File: src/safety_telegram_pkg.sv
// Purpose: Shared constants for the safety telegram word handler
// Assumes: 16-bit process data words, one telegram per strobe
// Notes: Bit positions and layout codes live here only
`default_nettype none
package safety_telegram_pkg;
  localparam int WORD_W = 16;
  localparam int LAYOUT_W = 10;
  // Telegram layout numbers
  localparam logic [LAYOUT_W-1:0] LAYOUT_SINGLE = 10'h01E;
  localparam logic [LAYOUT_W-1:0] LAYOUT_DOUBLE = 10'h384;
  // Field positions in the command and status words
  localparam int BIT_CUTOFF = 0;
  localparam int BIT_FAULT = 7;
  // Reset values
  localparam logic [WORD_W-1:0] STATUS_RESET = 16'h0001;
  localparam logic [WORD_W-1:0] WORD_ZERO = 16'h0000;
  // Command word reset keeps torque cutoff selected and ack high
  localparam logic [WORD_W-1:0] COMMAND_RESET = 16'h0080;
  localparam logic [WORD_W-1:0] SECOND_RESET = 16'h0000;
endpackage
`default_nettype wire

File: src/safety_telegram_word_handler.sv
// Purpose: Decode safety command words, return safety status words
// Assumes: One telegram presented per i_tlg_valid pulse, synchronous inputs
// Notes: Extended bits of the words are ignored and read back as zero
`timescale 1ns/100ps
`default_nettype none
module safety_telegram_word_handler
  import safety_telegram_pkg::*;
#(
  parameter int FDI_W = 3
)(
  input wire logic i_clk_sys,
  input wire logic i_rst_n,
  input wire logic [LAYOUT_W-1:0] i_layout,
  input wire logic i_tlg_valid,
  input wire logic i_src_failsafe,
  input wire logic i_src_master,
  input wire logic [WORD_W-1:0] i_safety_command_word,
  input wire logic [WORD_W-1:0] i_second_command_word,
  input wire logic i_fault_detect,
  input wire logic [FDI_W-1:0] i_fdi_state,
  output logic [WORD_W-1:0] o_safety_status_word,
  output logic [WORD_W-1:0] o_input_state_word,
  output logic o_status_valid,
  output logic o_torque_cutoff,
  output logic o_fault_latched,
  output logic o_layout_error
);
  // ---------------------------------------------------------------
  // Telegram acceptance
  // ---------------------------------------------------------------
  typedef enum logic [1:0] {ST_IDLE, ST_RUN, ST_BADLAYOUT} link_state_t;
  link_state_t state;
  link_state_t next_state;
  wire logic is_single = (i_layout == LAYOUT_SINGLE);
  wire logic is_double = (i_layout == LAYOUT_DOUBLE);
  wire logic layout_ok = is_single | is_double;
  // Standard controller or slave-role controller cannot steer safety
  wire logic src_ok = i_src_failsafe & i_src_master;
  wire logic accept = i_tlg_valid & src_ok & layout_ok;
  wire logic bad_layout = i_tlg_valid & src_ok & !layout_ok;
  // Fifth command word holds only reserved bits and is not decoded

  always_comb
  begin
    next_state = state;
    case (state)
      ST_IDLE, ST_BADLAYOUT:
      begin
        if (accept)
          next_state = ST_RUN;
        else if (bad_layout)
          next_state = ST_BADLAYOUT;
      end
      ST_RUN: if (bad_layout) next_state = ST_BADLAYOUT;
      default: next_state = ST_IDLE;
    endcase
  end

  always_ff @(posedge i_clk_sys or negedge i_rst_n)
  begin
    if (!i_rst_n)
      state <= ST_IDLE;
    else
      state <= next_state;
  end

  // ---------------------------------------------------------------
  // Command decode
  // ---------------------------------------------------------------
  logic ack_prev;
  wire logic ack_now = i_safety_command_word[BIT_FAULT];
  // Falling edge only; a held zero never acknowledges
  wire logic ack_fall = accept & ack_prev & !ack_now;
  wire logic next_cutoff = accept ? !i_safety_command_word[BIT_CUTOFF] : o_torque_cutoff;
  // Set wins over acknowledge so a fresh fault is never lost
  wire logic next_fault = i_fault_detect | (o_fault_latched & !ack_fall);

  always_ff @(posedge i_clk_sys or negedge i_rst_n)
  begin
    if (!i_rst_n)
    begin
      ack_prev <= COMMAND_RESET[BIT_FAULT];
      o_torque_cutoff <= STATUS_RESET[BIT_CUTOFF];
      o_fault_latched <= STATUS_RESET[BIT_FAULT];
    end
    else
    begin
      if (accept)
      begin
        ack_prev <= ack_now;
      end
      o_torque_cutoff <= next_cutoff;
      o_fault_latched <= next_fault;
    end
  end

  // ---------------------------------------------------------------
  // Status return
  // ---------------------------------------------------------------
  function automatic logic [WORD_W-1:0] pack_status(input logic cutoff, input logic fault);
    logic [WORD_W-1:0] w;
    w = WORD_ZERO;
    w[BIT_CUTOFF] = cutoff;
    w[BIT_FAULT] = fault;
    return w;
  endfunction

  wire logic [WORD_W-1:0] next_status = pack_status(next_cutoff, next_fault);
  wire logic [WORD_W-1:0] fdi_word = {{(WORD_W-FDI_W){1'b0}}, i_fdi_state};

  always_ff @(posedge i_clk_sys or negedge i_rst_n)
  begin
    if (!i_rst_n)
    begin
      o_safety_status_word <= STATUS_RESET;
      o_input_state_word <= WORD_ZERO;
      o_status_valid <= 1'b0;
      o_layout_error <= 1'b0;
    end
    else
    begin
      o_status_valid <= accept;
      o_layout_error <= (next_state == ST_BADLAYOUT);
      if (accept)
      begin
        o_safety_status_word <= next_status;
        o_input_state_word <= is_double ? fdi_word : WORD_ZERO;
      end
    end
  end

  // ---------------------------------------------------------------
  // Assertions
  // ---------------------------------------------------------------
  property p_status_every;
    @(posedge i_clk_sys) disable iff (!i_rst_n) accept |=> o_status_valid;
  endproperty
  a_status_every: assert property (p_status_every) else $error("no status reply");

  property p_reject_src;
    @(posedge i_clk_sys) disable iff (!i_rst_n)
      (i_tlg_valid & !(i_src_failsafe & i_src_master)) |=> !o_status_valid;
  endproperty
  a_reject_src: assert property (p_reject_src) else $error("bad source served");

  property p_cutoff_sel;
    @(posedge i_clk_sys) disable iff (!i_rst_n)
      accept |=> (o_torque_cutoff == !$past(i_safety_command_word[BIT_CUTOFF]));
  endproperty
  a_cutoff_sel: assert property (p_cutoff_sel) else $error("cutoff decode wrong");

  property p_status_bits;
    @(posedge i_clk_sys) disable iff (!i_rst_n)
      o_status_valid |-> (o_safety_status_word[BIT_CUTOFF] == o_torque_cutoff)
        && (o_safety_status_word[BIT_FAULT] == o_fault_latched);
  endproperty
  a_status_bits: assert property (p_status_bits) else $error("status bits mismatch");

  property p_fault_set;
    @(posedge i_clk_sys) disable iff (!i_rst_n) i_fault_detect |=> o_fault_latched;
  endproperty
  a_fault_set: assert property (p_fault_set) else $error("fault not latched");

  property p_no_ack_held;
    @(posedge i_clk_sys) disable iff (!i_rst_n)
      (o_fault_latched & !(accept & ack_prev & !ack_now)) |=> o_fault_latched;
  endproperty
  a_no_ack_held: assert property (p_no_ack_held) else $error("fault cleared w/o edge");

  property p_ack_clear;
    @(posedge i_clk_sys) disable iff (!i_rst_n)
      (ack_fall & !i_fault_detect) |=> !o_fault_latched;
  endproperty
  a_ack_clear: assert property (p_ack_clear) else $error("edge did not ack");

  property p_fifth_word;
    @(posedge i_clk_sys) disable iff (!i_rst_n)
      (accept & is_single) |=> (o_input_state_word == WORD_ZERO);
  endproperty
  a_fifth_word: assert property (p_fifth_word) else $error("fifth word in single");

  property p_fdi_copy;
    @(posedge i_clk_sys) disable iff (!i_rst_n)
      (accept & is_double) |=> (o_input_state_word[FDI_W-1:0] == $past(i_fdi_state));
  endproperty
  a_fdi_copy: assert property (p_fdi_copy) else $error("input states lost");

  property p_layout_flag;
    @(posedge i_clk_sys) disable iff (!i_rst_n) bad_layout |=> o_layout_error;
  endproperty
  a_layout_flag: assert property (p_layout_flag) else $error("layout fault not flagged");

  property p_layout_clear;
    @(posedge i_clk_sys) disable iff (!i_rst_n) accept |=> !o_layout_error;
  endproperty
  a_layout_clear: assert property (p_layout_clear) else $error("layout flag stuck");

  property p_words_hold;
    @(posedge i_clk_sys) disable iff (!i_rst_n)
      !accept |=> $stable(o_safety_status_word) && $stable(o_input_state_word);
  endproperty
  a_words_hold: assert property (p_words_hold) else $error("words moved w/o telegram");

  property p_cutoff_hold;
    @(posedge i_clk_sys) disable iff (!i_rst_n) !accept |=> $stable(o_torque_cutoff);
  endproperty
  a_cutoff_hold: assert property (p_cutoff_hold) else $error("cutoff moved w/o telegram");

  property p_reserved_zero;
    @(posedge i_clk_sys) disable iff (!i_rst_n)
      (o_safety_status_word & ~pack_status(1'b1, 1'b1)) == WORD_ZERO;
  endproperty
  a_reserved_zero: assert property (p_reserved_zero) else $error("reserved status bit set");

  c_double: cover property (@(posedge i_clk_sys) disable iff (!i_rst_n) accept & is_double);
  c_ack: cover property (@(posedge i_clk_sys) disable iff (!i_rst_n) o_fault_latched ##1 ack_fall);
  c_release: cover property (@(posedge i_clk_sys) disable iff (!i_rst_n) $fell(o_torque_cutoff));
  c_badlayout: cover property (@(posedge i_clk_sys) disable iff (!i_rst_n) o_layout_error);
  c_refused: cover property (@(posedge i_clk_sys) disable iff (!i_rst_n) i_tlg_valid & !src_ok);
endmodule
`default_nettype wire

File: config.mk
export PLATFORM = sky130hd
export DESIGN_NAME = safety_telegram_word_handler
export DESIGN_NICKNAME = d
export VERILOG_FILES = /design/src/safety_telegram_pkg.sv /design/src/safety_telegram_word_handler.sv
export SDC_FILE = /design/constraint.sdc
export NUM_CORES = 1
export LEC_CHECK = 0
export BUFFER_PORTS_ARGS = -buffer_cell sky130_fd_sc_hd__buf_2
export CORE_UTILIZATION = 35
export CTS_BUF_LIST = sky130_fd_sc_hd__clkbuf_4
export DETAILED_ROUTE_END_ITERATION = 8
export GPL_ROUTABILITY_DRIVEN = 1
export PLACE_DENSITY_LB_ADDON = 0.3
export SLEW_MARGIN = 20
export SYNTH_ARGS = -nofsm -noshare
export SYNTH_HDL_FRONTEND = slang
export SYNTH_SLANG_ARGS = --single-unit
File: constraint.sdc
create_clock -name i_clk_sys -period 2.27 [get_ports i_clk_sys]
set_clock_uncertainty 0.2 [all_clocks]
set_input_delay 0.1135 -clock i_clk_sys [delete_from_list [all_inputs] [get_ports i_clk_sys]]
set_output_delay 0.1135 -clock i_clk_sys [all_outputs]
set_load 0.02 [all_outputs]
==> flow_summary.json <==
{
  "yosysTopAreaCell": "dfrtp_1",
  "drt-pass1-iter-count": 4,
  "cts_resized": 0,
  "track_usage": 0.106,
  "wl_per_cell_um": 8.27,
  "required_ps": 2270,
  "synth_top_family_by_area": "buffers and inverters",
  "cts_hold_buf": 9,
  "rsz0062_at_grt": "false",
  "io_pins": 87,
  "die-area_sq_mm": 0.00238,
  "cts_setup_buffers": 0,
  "grt_max_degree": 13,
  "vias": 554,
  "cts_made_buffers": 3,
  "chipWidth_um": 48.8,
  "p_per_area_mw_per_mm2": 566,
  "dp_cells": 126,
  "cts_root_buffer": "clkbuf_4",
  "min_path_type": "input port to register",
  "grt_overflow": 0,
  "initial_core_util": 0.383,
  "cap_viol_max_count": 0,
  "postRouteAntennaNets": 0,
  "clk_pin_slew_worst_paths_ps": 80,
  "crit_path_end_kind": "register",
  "fin_nets": 164,
  "finalNonFillerCells": 139,
  "cts-htree-levels": 1,
  "ff2ff_setup_slack_ps": 1130,
  "critPathMaxFanout": 3,
  "synth-xor-area-share": 0,
  "wirelength_um": 1150,
  "numPortBuffers": 29,
  "synthMuxAreaShare": 0.0538,
  "netlist_instances": 73,
  "synth-adder-area-share": 0,
  "antenna_cells": 0,
  "core_area_sq_mm": 0.00200,
  "grt_pass1_wl_um": 1880,
  "tritoncts": "yes",
  "grt_pass1_vias": 511,
  "crit_type": "input port to register",
  "critPathArrivalTime_ps": 1810,
  "viasPerCell": 3.99,
  "drc": 0,
  "clk_latency_ps": 270,
  "synth-seq-cells": 12,
  "fmax_mhz": 553,
  "p_leak_uw": 0.000540,
  "ys_seq_area_frac": 0.396,
  "area_delta_synth_final_pct": 23.2,
  "drt_iter0_markers": 3,
  "syn_avg_cell_area_sq_um": 10.5,
  "synth_compound_area_frac": 0.108,
  "cts_max_path_buffers": 2,
  "synthSimpleGateAreaFrac": 0.132,
  "syn_area_sq_um": 767,
  "startpoint_type": "input port",
  "antenna_found_initial": 0,
  "gp_congestion": 0.627,
  "rows": 16,
  "synth.area.top_cells": "dfrtp_1 (29%), buf_4 (26%), dfstp_2 (10%), mux2i_1 (3.9%), a22o_1 (3.4%)",
  "synth_top_area_share": 0.294,
  "hpwl_um": 880,
  "layout_min_cycle_time_ps": 1810,
  "maxSlewViolCount": 0,
  "drive_gt1_frac": 0.375,
  "setup_tns_ps": 0,
  "finalSetupViolations": 0,
  "dieHeight_um": 48.8,
  "synth.distinct_cells": 24,
  "status": "completed",
  "yosys_warnings": 0,
  "peakVddDrop_mv": 0.274,
  "clock-sinks": 12,
  "post-route-period-util": 0.797,
  "finalHoldViolCount": 0
}
## stage by stage
stage / util / power (uW) / cell area (sq um) / setup slack [ps] / hold slack [ps]
after global placement: 0.412 / 381 / 825 / 441 / -202
after detailed placement: 0.412 / 383 / 825 / 417 / -198
after CTS: 0.472 / 543 / 945 / 475 / 32.5
after global routing: 0.472 / 567 / 945 / 400 / 68.0
final: 0.472 / 534 / 945 / 461 / 36.9
after floorplan: - / 380 / 865 / 681 / -382
## sequential cells by signal, summed over array words and instances (netlist names)
name,cells
ack_prev,1
o_fault_latched,1
o_input_state_word,3
o_layout_error,1
o_safety_status_word,2
o_status_valid,1
o_torque_cutoff,1
state,2
## cell usage after synthesis
library cell,count
buf_6,1
mux2_1,1
o21ai_0,1
inv_1,4
nand3_2,1
conb_1,1
a22o_1,3
nand2_1,4
or2_2,2
and3_1,1
o22ai_2,1
mux2i_1,3
o31a_1,1
dfstp_2,3
nor3_1,1
dfrtp_1,9
or4b_4,1
buf_2,1
a21oi_1,2
o211a_1,2
buf_4,27
nor4b_4,1
nand2b_1,1
nand4b_1,1
## cell usage in the layout, fill, tap and decap left out, drive strengths merged, types with 3 or more instances in the layout
cell / synthesis / routed
mux2i: 3 / 3
inv: 4 / 4
conb: 1 / 27
a22o: 3 / 3
dfrtp: 9 / 9
dfstp: 3 / 3
nand2: 4 / 4
clkbuf: 0 / 4
dlygate4sd3: 0 / 9
buf: 29 / 29
## cells by family (layout without fill, tap and decap cells)
| logic type | after synthesis | count (layout) |
|---|---|---|
| AO/OA/AOI/OAI | 10 | 10 |
| multiplexers | 4 | 4 |
| buffers and inverters | 33 | 46 |
| flip-flops | 12 | 12 |
| AND/OR/NAND/NOR | 13 | 13 |
| other | 1 | 27 |
## path summary, 6_finish.rpt
| check | depth (start not counted) | end | start |
|---|---|---|---|
| max in group asynchronous | 2 | o_safety_status_word[0]$_DFFE_PN1P_ | i_rst_n |
| worst max-delay path | 6 | state[0]$_DFF_PN0_ | i_layout[0] |
| worst min-delay path | 5 | state[0]$_DFF_PN0_ | i_layout[1] |
| min in group asynchronous | 2 | o_safety_status_word[7]$_DFFE_PN0P_ | i_rst_n |
| worst min register to register | 2 | o_safety_status_word[0]$_DFFE_PN1P_ | o_safety_status_word[0]$_DFFE_PN1P_ |
| worst max register to register | 2 | o_fault_latched$_DFF_PN0_ | ack_prev$_DFFE_PN1P_ |
## layer usage
layer,up-vias,share of wire,global-route usage
met5,-,0,0
met3,0,0.090,0.0280
li1,267,-,-
met4,0,0,0.0588
met2,38,0.49,0.197
met1,249,0.41,0.104
## layout make-up
type                            count  area [sq um]
Clock buffer                        4          30.0
Inverter                            4          15.0
Multi-Input combinational cell     54           327
Tap cell                           27          33.8
Fill cell                         209          1060
Sequential cell                    12           304
Timing Repair Buffer               38           235
## power by group
part	total, uW	internal [uW]	switching [uW]
sequential	253	240	12.7
combinational	137	53.4	83.5
clock	144	79.8	64.6
## worst max-delay path, cell delays in order
cell           delay (ps)
dlygate4sd3_1         530
buf_2                 130
nor4b_4               260
dlygate4sd3_1         590
nand2_1                50
a21oi_1               130
No activity file was read; power rests on OpenSTA's default activity.
